==> config.mk <==
export PLATFORM = sky130hd
export DESIGN_NAME = power_state_wake_control
export DESIGN_NICKNAME = d
export VERILOG_FILES = /design/src/rtl/pwr_pkg.sv /design/src/rtl/sync2.sv /design/src/rtl/power_state_wake_control.sv
export SDC_FILE = /design/constraint.sdc
export NUM_CORES = 1
export LEC_CHECK = 0
export BUFFER_PORTS_ARGS = -buffer_cell sky130_fd_sc_hd__buf_2
export CORE_ASPECT_RATIO = 1.2
export CORE_MARGIN = 8
export CORE_UTILIZATION = 55
export CTS_CLUSTER_DIAMETER = 60
export CTS_CLUSTER_SIZE = 24
export DETAILED_ROUTE_END_ITERATION = 12
export PLACE_DENSITY = 0.79
export REMOVE_ABC_BUFFERS = 1
export SYNTH_ARGS = -nofsm -noshare
export SYNTH_HDL_FRONTEND = slang
export SYNTH_SLANG_ARGS = --single-unit
==> constraint.sdc <==
create_clock -name CLK_I -period 3.23 [get_ports CLK_I]
set_input_delay 0.1615 -clock CLK_I [delete_from_list [all_inputs] [get_ports CLK_I]]
set_output_delay 0.1615 -clock CLK_I [all_outputs]
set_load 0.02 [all_outputs]
==> src/rtl/pwr_pkg.sv <==
// Constants for the power-state and wake controller.
// Assumes a 50 MHz system clock and a one-cycle-read register port.
package pwr_pkg;
    localparam int unsigned CLK_HZ         = 50000000;
    localparam int unsigned PULSE_MS       = 50;
    localparam int unsigned READY_MS       = 2;
    localparam int unsigned PULSE_CYCLES   = CLK_HZ / 1000 * PULSE_MS;
    localparam int unsigned READY_CYCLES   = CLK_HZ / 1000 * READY_MS / 4;
    // Register offsets (byte addresses)
    localparam logic [7:0]  OFS_PMCTRL     = 8'h00;
    localparam logic [7:0]  OFS_INTSTS     = 8'h04;
    localparam logic [7:0]  OFS_BYTETEST   = 8'h08;
    localparam logic [7:0]  OFS_CLKSTAT    = 8'h0C;
    localparam logic [31:0] BYTETEST_VAL   = 32'h87654321;
    // Control register fields
    localparam int unsigned B_READY        = 0;
    localparam int unsigned B_EVT_EN       = 1;
    localparam int unsigned B_PULSE        = 3;
    localparam int unsigned B_WF_EN        = 9;
    localparam int unsigned B_ENERGY_WAKE_ENABLE        = 8;
    localparam int unsigned F_CAUSE        = 12;
    localparam int unsigned F_STATE        = 4;
    // Interrupt status fields
    localparam int unsigned B_PEV_INT      = 17;
    localparam int unsigned B_PEV_INT_EN   = 18;
    // Encodings
    localparam logic [1:0]  SEL_NORMAL     = 2'h0;
    localparam logic [1:0]  SEL_LIGHT      = 2'h1;
    localparam logic [1:0]  SEL_DEEP       = 2'h2;
    localparam logic [1:0]  CAUSE_NONE     = 2'h0;
    localparam logic [1:0]  CAUSE_ENERGY   = 2'h1;
    localparam logic [1:0]  CAUSE_FRAME    = 2'h2;
    typedef enum logic [1:0] {
        NORMAL_STATE,
        LIGHT_SLEEP_STATE,
        DEEP_SLEEP_STATE,
        WAKING_STATE
    } pstate_t;
endpackage : pwr_pkg

==> src/rtl/sync2.sv <==
// Two-flop synchroniser, generic width.
// Assumes inputs come from pins outside the clock domain.
`timescale 1ns/1ps
module sync2 #(
    parameter int unsigned WIDTH = 1
) (
    input  wire logic             clk_i,
    input  wire logic             reset_n_i,
    input  wire logic [WIDTH-1:0] d_i,
    output logic      [WIDTH-1:0] q_o
);
    typedef struct packed {
        logic [WIDTH-1:0] s1;
        logic [WIDTH-1:0] s2;
    } sync_t;
    sync_t st;
    sync_t next_st;

    always_comb begin
        next_st    = st;
        next_st.s1 = d_i;
        next_st.s2 = st.s1;
        if (!reset_n_i) begin
            next_st = '0;
        end
    end

    always_ff @(posedge clk_i) begin
        st <= next_st;
    end

    assign q_o = st.s2;
endmodule : sync2

==> src/rtl/power_state_wake_control.sv <==
// Power-state controller: normal, light and deep sleep, clock gating,
// readiness flag, wake detection, event pin and power-event status.
// Assumes wake detector pins are asynchronous; host port is synchronous.
//
// Behaviour
// - Exactly one normal state and two saving states exist.
// - In sleep only the control register is readable; all else blocked.
// - Readiness flag clears on sleep entry and stays clear while asleep.
// - Writes ignored until one read after reset or wake.
// - Byte-order register write in sleep returns to normal, resets state field.
// - Writing 01 to state field enters light sleep.
// - Light sleep gates MAC and host clocks, keeps core and PHY clocks.
// - Light sleep enables wake-frame and pattern detection automatically.
// - Light sleep wake sets cause 10b; event pin if both enables set.
// - Power-event status bit sets on any frame or carrier wake, regardless of pin enable.
// - Host interrupt output may fire on wake detection.
// - Deep sleep stops all MAC, host and core clocks; PHY energy mode.
// - Carrier already present at deep sleep entry is detected at once.
// - Deep sleep carrier sets cause 01b; event pin if both enables set.
// - Configuration and register contents survive both sleep states.
// - MAC receive power block on in light, off in deep; PHY on in light.
// - Pulse mode drives event pin 50 ms; else drives it continuously.
// - Event pin drops when cause, matching enable or pin enable clears.
// - Ready sets 0.5 ms (READY_CYCLES) after the wake write.
`timescale 1ns/1ps
module power_state_wake_control #(
    parameter int unsigned PULSE_CYCLES = pwr_pkg::PULSE_CYCLES,
    parameter int unsigned READY_CYCLES = pwr_pkg::READY_CYCLES
) (
    input  wire logic        CLK_I,
    input  wire logic        RESET_N_I,
    input  wire logic [7:0]  ADDR_I,
    input  wire logic [31:0] WDATA_I,
    input  wire logic        WR_I,
    input  wire logic        RD_I,
    output logic      [31:0] RDATA_O,
    input  wire logic        WAKE_FRAME_I,
    input  wire logic        CARRIER_I,
    output logic             EVENT_O,
    output logic             IRQ_O,
    output logic             MAC_HOST_CLK_EN_O,
    output logic             CORE_CLK_EN_O,
    output logic             PHY_CLK_EN_O,
    output logic             RX_PM_EN_O,
    output logic             WAKE_DETECT_EN_O
);
    localparam int unsigned CW = 32;

    typedef struct packed {
        pwr_pkg::pstate_t pstate;
        logic [1:0]       state_sel;
        logic [1:0]       cause;
        logic             ready;
        logic             read_seen;
        logic             evt_en;
        logic             pulse_mode;
        logic             wf_en;
        logic             energy_wake_enable;
        logic             pev_int;
        logic             pev_int_en;
        logic             evt;
        logic             pulse_done;
        logic [CW-1:0]    pulse_cnt;
        logic [CW-1:0]    ready_cnt;
        logic [31:0]      rdata;
        logic             irq;
        logic             mac_host_clk;
        logic             core_clk;
        logic             phy_clk;
        logic             rx_pm;
        logic             wake_det;
    } state_t;

    state_t st;
    state_t next_st;
    logic   frame_s;
    logic   carrier_s;

    // One synchroniser per pin; the two detectors are unrelated
    sync2 #(
        .WIDTH (1)
    ) u_frame_sync (
        .clk_i     (CLK_I),
        .reset_n_i (RESET_N_I),
        .d_i       (WAKE_FRAME_I),
        .q_o       (frame_s)
    );

    sync2 #(
        .WIDTH (1)
    ) u_carrier_sync (
        .clk_i     (CLK_I),
        .reset_n_i (RESET_N_I),
        .d_i       (CARRIER_I),
        .q_o       (carrier_s)
    );

    always_comb begin
        logic        asleep;
        logic        wr_ok;
        logic        wake_frame;
        logic        wake_energy;
        logic        evt_cond;
        logic [31:0] ctrl_word;
        logic [31:0] ists_word;
        logic        rd_open;
        logic        wr_ctrl;
        logic        wr_ists;
        logic        wake_wr;
        logic        wake_any;
        logic        pulse_end;
        logic        ready_end;
        asleep      = 1'b0;
        wr_ok       = 1'b0;
        wake_frame  = 1'b0;
        wake_energy = 1'b0;
        evt_cond    = 1'b0;
        ctrl_word   = '0;
        ists_word   = '0;
        rd_open     = 1'b0;
        wr_ctrl     = 1'b0;
        wr_ists     = 1'b0;
        wake_wr     = 1'b0;
        wake_any    = 1'b0;
        pulse_end   = 1'b0;
        ready_end   = 1'b0;
        next_st     = st;

        asleep = (st.pstate == pwr_pkg::LIGHT_SLEEP_STATE)
              || (st.pstate == pwr_pkg::DEEP_SLEEP_STATE);

        // Request decode shared by the read mux and the write paths
        rd_open   = !asleep && st.ready;
        wr_ok     = WR_I && st.read_seen && st.ready && !asleep;
        wr_ctrl   = wr_ok && (ADDR_I == pwr_pkg::OFS_PMCTRL);
        wr_ists   = wr_ok && (ADDR_I == pwr_pkg::OFS_INTSTS);
        // Wake write skips the read-first gate; nothing else reaches the bus
        wake_wr   = WR_I && asleep && (ADDR_I == pwr_pkg::OFS_BYTETEST);
        pulse_end = (st.pulse_cnt >= CW'(PULSE_CYCLES - 1));
        ready_end = (st.ready_cnt >= CW'(READY_CYCLES - 1));

        // Control word: ready, pin enable, pulse mode, both wake enables,
        // state select and wake cause. Ready and cause are read-only here;
        // cause clears only through a write of zero to its field.
        // Status word: power-event flag (write one to clear) and its
        // interrupt enable. Unmapped offsets read as zero.
        ctrl_word[pwr_pkg::B_READY]                 = st.ready;
        ctrl_word[pwr_pkg::B_EVT_EN]                = st.evt_en;
        ctrl_word[pwr_pkg::B_PULSE]                 = st.pulse_mode;
        ctrl_word[pwr_pkg::B_ENERGY_WAKE_ENABLE]                 = st.energy_wake_enable;
        ctrl_word[pwr_pkg::B_WF_EN]                 = st.wf_en;
        ctrl_word[pwr_pkg::F_STATE +: 2]            = st.state_sel;
        ctrl_word[pwr_pkg::F_CAUSE +: 2]            = st.cause;
        ists_word[pwr_pkg::B_PEV_INT]               = st.pev_int;
        ists_word[pwr_pkg::B_PEV_INT_EN]            = st.pev_int_en;

        // Read data valid only in the cycle after the strobe
        next_st.rdata = '0;
        if (RD_I) begin
            next_st.read_seen = 1'b1;
            if (ADDR_I == pwr_pkg::OFS_PMCTRL) begin
                next_st.rdata = ctrl_word;
            end else if (rd_open) begin
                unique case (ADDR_I)
                    pwr_pkg::OFS_INTSTS: begin
                        next_st.rdata = ists_word;
                    end
                    pwr_pkg::OFS_BYTETEST: begin
                        next_st.rdata = pwr_pkg::BYTETEST_VAL;
                    end
                    pwr_pkg::OFS_CLKSTAT: begin
                        next_st.rdata = {27'h0, st.wake_det, st.rx_pm,
                                         st.phy_clk, st.core_clk, st.mac_host_clk};
                    end
                    default: begin
                        next_st.rdata = '0;
                    end
                endcase
            end
        end

        // Writes need a prior read and full readiness
        if (wr_ctrl) begin
            next_st.evt_en     = WDATA_I[pwr_pkg::B_EVT_EN];
            next_st.pulse_mode = WDATA_I[pwr_pkg::B_PULSE];
            next_st.energy_wake_enable      = WDATA_I[pwr_pkg::B_ENERGY_WAKE_ENABLE];
            next_st.wf_en      = WDATA_I[pwr_pkg::B_WF_EN];
            if (WDATA_I[pwr_pkg::F_CAUSE +: 2] == pwr_pkg::CAUSE_NONE) begin
                next_st.cause = pwr_pkg::CAUSE_NONE;
            end
            unique case (WDATA_I[pwr_pkg::F_STATE +: 2])
                pwr_pkg::SEL_LIGHT: begin
                    next_st.pstate    = pwr_pkg::LIGHT_SLEEP_STATE;
                    next_st.state_sel = pwr_pkg::SEL_LIGHT;
                    next_st.ready     = 1'b0;
                end
                pwr_pkg::SEL_DEEP: begin
                    next_st.pstate    = pwr_pkg::DEEP_SLEEP_STATE;
                    next_st.state_sel = pwr_pkg::SEL_DEEP;
                    next_st.ready     = 1'b0;
                end
                default: ;
            endcase
        end
        if (wr_ists) begin
            next_st.pev_int_en = WDATA_I[pwr_pkg::B_PEV_INT_EN];
        end

        // Wake detection; pattern input only sampled in light sleep
        wake_frame  = (st.pstate == pwr_pkg::LIGHT_SLEEP_STATE) && frame_s;
        wake_energy = (st.pstate == pwr_pkg::DEEP_SLEEP_STATE) && carrier_s;
        wake_any    = wake_frame || wake_energy;
        if (wake_frame) begin
            next_st.cause = pwr_pkg::CAUSE_FRAME;
        end
        if (wake_energy) begin
            next_st.cause = pwr_pkg::CAUSE_ENERGY;
        end

        // Event pin condition tracks cause and its enables
        evt_cond = st.evt_en
                && ((st.cause == pwr_pkg::CAUSE_FRAME && st.wf_en)
                 || (st.cause == pwr_pkg::CAUSE_ENERGY && st.energy_wake_enable));
        // Write-one clear; a wake in the same cycle wins
        if (wr_ists && WDATA_I[pwr_pkg::B_PEV_INT]) begin
            next_st.pev_int = 1'b0;
        end
        if (wake_any) begin
            next_st.pev_int = 1'b1;
        end

        // Pulse re-arms only once the condition drops: one event, one pulse
        if (!evt_cond) begin
            next_st.evt        = 1'b0;
            next_st.pulse_done = 1'b0;
            next_st.pulse_cnt  = '0;
        end else if (st.pulse_mode) begin
            if (!st.pulse_done && !st.evt) begin
                next_st.evt       = 1'b1;
                next_st.pulse_cnt = '0;
            end else if (st.evt) begin
                if (pulse_end) begin
                    next_st.evt        = 1'b0;
                    next_st.pulse_done = 1'b1;
                end else begin
                    next_st.pulse_cnt = st.pulse_cnt + 1'b1;
                end
            end
        end else begin
            next_st.evt = 1'b1;
        end

        // Wake write: any value to byte-order register, even unread
        if (wake_wr) begin
            next_st.pstate    = pwr_pkg::WAKING_STATE;
            next_st.state_sel = pwr_pkg::SEL_NORMAL;
            next_st.ready_cnt = '0;
            next_st.read_seen = 1'b0;
        end
        // Resume wait; control reads still answer while it runs
        if (st.pstate == pwr_pkg::WAKING_STATE) begin
            if (ready_end) begin
                next_st.pstate = pwr_pkg::NORMAL_STATE;
                next_st.ready  = 1'b1;
            end else begin
                next_st.ready_cnt = st.ready_cnt + 1'b1;
            end
        end

        // Clock gates follow the next state
        unique case (next_st.pstate)
            pwr_pkg::LIGHT_SLEEP_STATE: begin
                next_st.mac_host_clk = 1'b0;
                next_st.core_clk     = 1'b1;
                next_st.phy_clk      = 1'b1;
                next_st.rx_pm        = 1'b1;
                next_st.wake_det     = 1'b1;
            end
            pwr_pkg::DEEP_SLEEP_STATE: begin
                next_st.mac_host_clk = 1'b0;
                next_st.core_clk     = 1'b0;
                next_st.phy_clk      = 1'b0;
                next_st.rx_pm        = 1'b0;
                next_st.wake_det     = 1'b0;
            end
            default: begin
                next_st.mac_host_clk = 1'b1;
                next_st.core_clk     = 1'b1;
                next_st.phy_clk      = 1'b1;
                next_st.rx_pm        = 1'b1;
                next_st.wake_det     = 1'b0;
            end
        endcase

        next_st.irq = next_st.pev_int && next_st.pev_int_en;

        // Config bits hold across sleep; only reset clears them
        if (!RESET_N_I) begin
            next_st.pstate       = pwr_pkg::NORMAL_STATE;
            next_st.state_sel    = pwr_pkg::SEL_NORMAL;
            next_st.cause        = pwr_pkg::CAUSE_NONE;
            next_st.ready        = 1'b1;
            next_st.read_seen    = 1'b0;
            next_st.evt_en       = 1'b0;
            next_st.pulse_mode   = 1'b0;
            next_st.wf_en        = 1'b0;
            next_st.energy_wake_enable        = 1'b0;
            next_st.pev_int      = 1'b0;
            next_st.pev_int_en   = 1'b0;
            next_st.evt          = 1'b0;
            next_st.pulse_done   = 1'b0;
            next_st.pulse_cnt    = '0;
            next_st.ready_cnt    = '0;
            next_st.rdata        = '0;
            next_st.irq          = 1'b0;
            next_st.mac_host_clk = 1'b1;
            next_st.core_clk     = 1'b1;
            next_st.phy_clk      = 1'b1;
            next_st.rx_pm        = 1'b1;
            next_st.wake_det     = 1'b0;
        end
    end

    always_ff @(posedge CLK_I) begin
        st <= next_st;
    end

    assign RDATA_O           = st.rdata;
    assign EVENT_O           = st.evt;
    assign IRQ_O             = st.irq;
    assign MAC_HOST_CLK_EN_O = st.mac_host_clk;
    assign CORE_CLK_EN_O     = st.core_clk;
    assign PHY_CLK_EN_O      = st.phy_clk;
    assign RX_PM_EN_O        = st.rx_pm;
    assign WAKE_DETECT_EN_O  = st.wake_det;
endmodule : power_state_wake_control

* Word-level counts from Yosys, hierarchy flattened *
Cells that the tools add are included.

storage, ports and cells
  flip-flop bits (word level) = 122
  input port bits = 46
  output and inout port bits = 39
  logic and storage cells = 117

cells by class
  $add $sub $neg = 2
  $lt $le $gt $ge = 2
  equality and inequality tests = 13
  multiplexer cells = 27
  bitwise logic cells = 4
  reductions and logical operators = 41

operators by type and width
  cell                     count
  $mux W32                 5
  $pmux W32 S3             1
  $add A32 B1 Y32 const B  2
  $mux W34                 1
  $ge A32 B15 Y1 const B   1
  $ge A32 B22 Y1 const B   1
  $mux W14                 2
  $eq A8 B4 Y1 const B     2
  $logic_and A1 B1 Y1      16
  $eq A2 B2 Y1 const B     5
  $mux W2                  5
  $pmux W5 S2              1
  $reduce_and A2 Y1        5
  $mux W1                  9
  $eq A2 B1 Y1 const B     4
  $eq A8 B3 Y1 const B     1
  $logic_not A8 Y1         1
  $pmux W4 S2              1
  $reduce_bool A2 Y1       4
  $mux W7                  1
  $reduce_bool A3 Y1       2
  $reduce_or A2 Y1         3
  $mux W4                  1
  $not A1 Y1               4
  other kinds (7)          11

* Longest topological paths before layout *
  depth after elaboration = 11
  gate-level depth with buffers = 10

* Cells and area by module *
Synthesis repeated with hierarchy kept, for this count alone.

second synthesis, totals
  cell total of the unflattened synthesis = 526
  area, all modules = 4546.9 um^2

modules (own cells, without submodules)
  module                    instances  cells each  area an instance (um^2)  seq. area each (um^2)
  power_state_wake_control  1          518         4441.8                   1941.9
  sync2                     2          4           52.6                     40.0

* Least setup slack after synthesis *
Ideal clock, no wire load.

  kind = register to register
  start = reg st[116] in the netlist's numbering
  end = reg st, in the netlist MAC_HOST_CLK_EN_O
  setup time = 0.122 ns
  arrival time = 2.349 ns
  data required time = 3.108 ns
  path slack = 0.758 ns
  cell stages (with the launch flop) = 11
  path buffers = 1
  clock period less this slack = 2.472 ns
  path through = dfxtp_1 -> inv_1 -> ha_1 -> nand4_1 -> or4_1 -> buf_2 -> or2_1 -> a211oi_2 -> or2_1 -> ha_1 -> nand2b_1

on the way
  word-level cells in the longest chain between the ends = 11
  elaborated cells on any way between the ends = 17

RTL lines
  item                                                 RTL line                                                          source
  start, declared                                      power_state_wake_control.sv:74                                    state_t st;
  start signal, assigned                               power_state_wake_control.sv:325                                   st <= next_st;
  $eq A2 B1 Y1 / $eq A2 B2 Y1 (equally long branches)  power_state_wake_control.sv:129, power_state_wake_control.sv:130
  $logic_or A1 B1 Y1                                   power_state_wake_control.sv:130                                   || (st.pstate == pwr_pkg::DEEP_SLEEP_STATE);
  $logic_not A1 Y1                                     power_state_wake_control.sv:134                                   wr_ok = WR_I && st.read_seen && st.ready && !asleep;
  $logic_and A1 B1 Y1                                  power_state_wake_control.sv:134
  $logic_and A1 B1 Y1                                  power_state_wake_control.sv:135                                   wr_ctrl = wr_ok && (ADDR_I == pwr_pkg::OFS_PMCTRL);
  $mux W7                                              power_state_wake_control.sv:183                                   if (wr_ctrl) begin
  $mux W4                                              power_state_wake_control.sv:254                                   if (wake_wr) begin
  $mux W2                                              power_state_wake_control.sv:262                                   if (ready_end) begin
  $mux W2 (*)                                          power_state_wake_control.sv:261                                   if (st.pstate == pwr_pkg::WAKING_STATE) begin
  $eq A2 B2 Y1 / $eq A2 B1 Y1 (equally long branches)  power_state_wake_control.sv:271                                   unique case (next_st.pstate)
  $pmux W5 S2 (*)                                      power_state_wake_control.sv:271

Every way passes the cells marked *; elsewhere a longest branch is shown, timed or not. The select of a mux whose other input is x is not followed.
A chain may end at the register's enable or synchronous reset.

* Worst setup path after layout *
Ends and elaborated chain as after synthesis.

==> results.md <==
- CP Launch Type: flop
- TritonCTS clock tree: built
- Slew @ Worst Pin: 0.810 ns
- Critical Path End Type: flop
- HP Class: primary input to flop
- DP Cell Count: 611
- VDD IR max: 0.246 mV
- Share of cells above drive strength 1: 15.0%
- CTS max path bufs: 2
- Post-synth EDFFs: 0
- Simple-gate share of the synthesized area: a little over a quarter
- Starting Density: 56.0%
- Largest net degree at the start of global routing: 27
- Yosys top cell by area: dfxtp_1
- Adder-Cell Fraction of Synth Area: roughly 2.5%
- Final hold vios: 0
- Post-CTS Hold Buffers: 2
- FF-to-FF Start: st[116]
- Count leader, synth: dfxtp_1
- DR DRC count: 0
- Pwr dens: 438 mW/mm2
- Tot GR Track Use: between 10% and 20%
- Post-synthesis sequential area ratio: 44.8%
- Crit path max fanout: 8
- Drt first pass iters: 4
- Post-layout min period: 2.78 ns
- Crit path arrival time: 3.03 ns
- Die Wd: around 99 um
- Clock skew: roughly 0.017 ns
- Die extent in y: 115 um
- Hold endpoint: RDATA_O[17]
- Port bufs: 50
- Post-CTS sizing: 0
- Cell Count, Final, Fillers Out: 629
- Clock tree sinks: 101
- Top_reg_cell synth: dfxtp_1
- Max-cap violations: 0
- Final TNS setup: 0 ns
- 1st-iter DRT viols: ~170
- Global route overflow: 0
- Initial antenna violation count: 0
- Cell Rows: 36
- Slew margin rel.: 45.8%
- Setup slack, reg-to-reg: 0.45 ns
- Final hold slack: roughly 0.029 ns
- Placeable Area: 0.00806 mm2
- Xor and xnor area share after synthesis: less than 1%
- Final net count: 584
- First-pass GRT wire length: 15.5 mm
- Synth Area in Compound Gates: 16.5%
- WL final: 9.06 mm
- Mux cell area share after synthesis: roughly 1.1%
- Leak: ~2.1 nW
- Worst-path clk slew: ~0.1 ns
- GP Congestion: 0.864
- Outcome: finished, final reports clean
- Via count: 3609
- Post-DP HPWL: 6.56 mm
- Worst r2r path cells: 9
- CTS Root Cell: clkbuf_8
- WL/cell: 14.4 um
- RR Endpoint: MAC_HOST_CLK_EN_O
- H-Tree Level Count: 3
- Largest family of logic cells by synthesized area: simple AND/OR/NAND/NOR gates
- Async SR Flop Fraction: 0%
- Post-Syn Instances: 500
- Vias in the first global route: 3404
- Number of synthesized register bits: 101
- Hold Startpoint: ADDR_I[3]
- Yosys top cell area share: 44.8%
- Setup Viol. Count Final: 0
- Avg Cell Area, Syn: 9.03 um2
- Synthesis Warnings: 0
- Full die area: 0.0114 mm2
- Clk_lat worst skew: 0.37 ns
- Top post-synthesis cells by area: dfxtp_1, buf_4, and2_1
- CP required: roughly 3.5 ns
- Via/cell ratio: ~5.7
- CP Class: flop to flop
- Mapped Area: ~0.0045 mm2
- IO Pins: 85
- Final Max Slew Viols: 0
- Setup bufs post-CTS: 0
- Area Growth Syn to Fin: 7.65%
- Antenna Cells: 0
- Synth cell types: 57
- CTS buffer count: 9
- FMAX: 0.360 GHz
- Commonest cells post-synth: dfxtp_1, nand2_1, and2_1
- Final period util: 86.0%
- Hold path depth: 2
- PnR Total Power: 2.13 mW
- Post-DRT Antenna Nets: 0
- RSZ-0062 raised after global routing: no
[how the worst max path moves through the flow]
stage                        from  slack [ns]  cells after the start                 to
after detailed placement  st[116]        0.45                      9  MAC_HOST_CLK_EN_O
final                     st[116]        0.45                      9  MAC_HOST_CLK_EN_O
after global placement    st[116]        0.55                      9  MAC_HOST_CLK_EN_O
after CTS                 st[116]        0.44                      9  MAC_HOST_CLK_EN_O
after floorplan            st[70]        0.69                      7             st[79]
after global routing      st[116]        0.29                      9  MAC_HOST_CLK_EN_O
[routing by layer]
metal	up-vias	global-route usage [%]	routed length, um
li1	1816	-	-
met1	1699	19.2	4020
met2	85	28.5	4410
met3	9	4.00	503
met4	0	6.46	119
met5	-	0	0
[area by class of cell]
type / instances / area, um2
Fill cell: 689 / 3200
Multi-Input combinational cell: 348 / 2160
Sequential cell: 101 / 2020
Timing Repair Buffer: 56 / 300
Clock buffer: 10 / 138
Tap cell: 95 / 119
Clock inverter: 6 / 70.1
Inverter: 13 / 48.8
[state kept, by name, indices dropped and copies added (netlist names)]
register	cells
u_frame_sync.q_o	1
MAC_HOST_CLK_EN_O	1
st	79
RDATA_O	13
u_frame_sync.st	1
IRQ_O	1
EVENT_O	1
u_carrier_sync.q_o	1
WAKE_DETECT_EN_O	1
CORE_CLK_EN_O	1
u_carrier_sync.st	1
[worst max-delay path: stages, from the launching register on]
cell and delay, ns:
dfxtp_1 0.42, inv_1 0.07, ha_1 0.31, nand4_1 0.10, or4_1 0.62, or2_1 0.37, a211oi_2 0.29, or2_1 0.14
ha_1 0.22, nand2b_1 0.14
[per-stage QoR]
stage	util (%)	area [um2]	setup slack (ns)
4_1_cts	60.3	4860	0.444
3_5_place_dp	57.4	4630	0.451
5_1_grt	60.3	4860	0.295
3_3_place_gp	57.4	4630	0.546
2_1_floorplan	-	4230	0.685
6_report	60.3	4860	0.454
[cells in the final DEF, fill, tap and decap left out, types with 4 or more instances in the layout]
master	count
a21oi_1	13
o31ai_1	15
nor3_1	5
a31oi_1	8
nand3_1	18
nor3b_1	6
mux2i_1	5
nand3b_1	4
nand2b_1	4
clkbuf_8	10
a211o_1	5
ha_1	9
or4_1	5
or3_1	5
a21boi_0	4
conb_1	12
nor2_1	28
nor4_1	12
inv_1	13
o21ai_0	24
nand4_1	8
o21ai_1	4
and3_1	15
buf_4	4
buf_2	50
nand2_1	42
a21o_1	11
nor2b_1	8
and2_1	37
dfxtp_1	101
[logic make-up (layout without fill, tap and decap cells)]
group                    count (synthesis)  count (layout)
buffers and inverters                   62              85
multiplexers                             5               5
flip-flops                             101             101
AND/OR/NAND/NOR                        213             213
adder cells (fa/ha/maj)                  9               9
other                                    1              12
XOR/XNOR                                 1               1
AO/OA/AOI/OAI                          108             108
[report_power, final]
part	internal, mW	leakage, nW	switching [mW]
clock network	0.383	0.0951	0.438
registers	1.25	0.814	0.000965
logic	0.0214	1.15	0.0368
total	1.65	2.06	0.476
No activity file was read; power rests on OpenSTA's default activity.
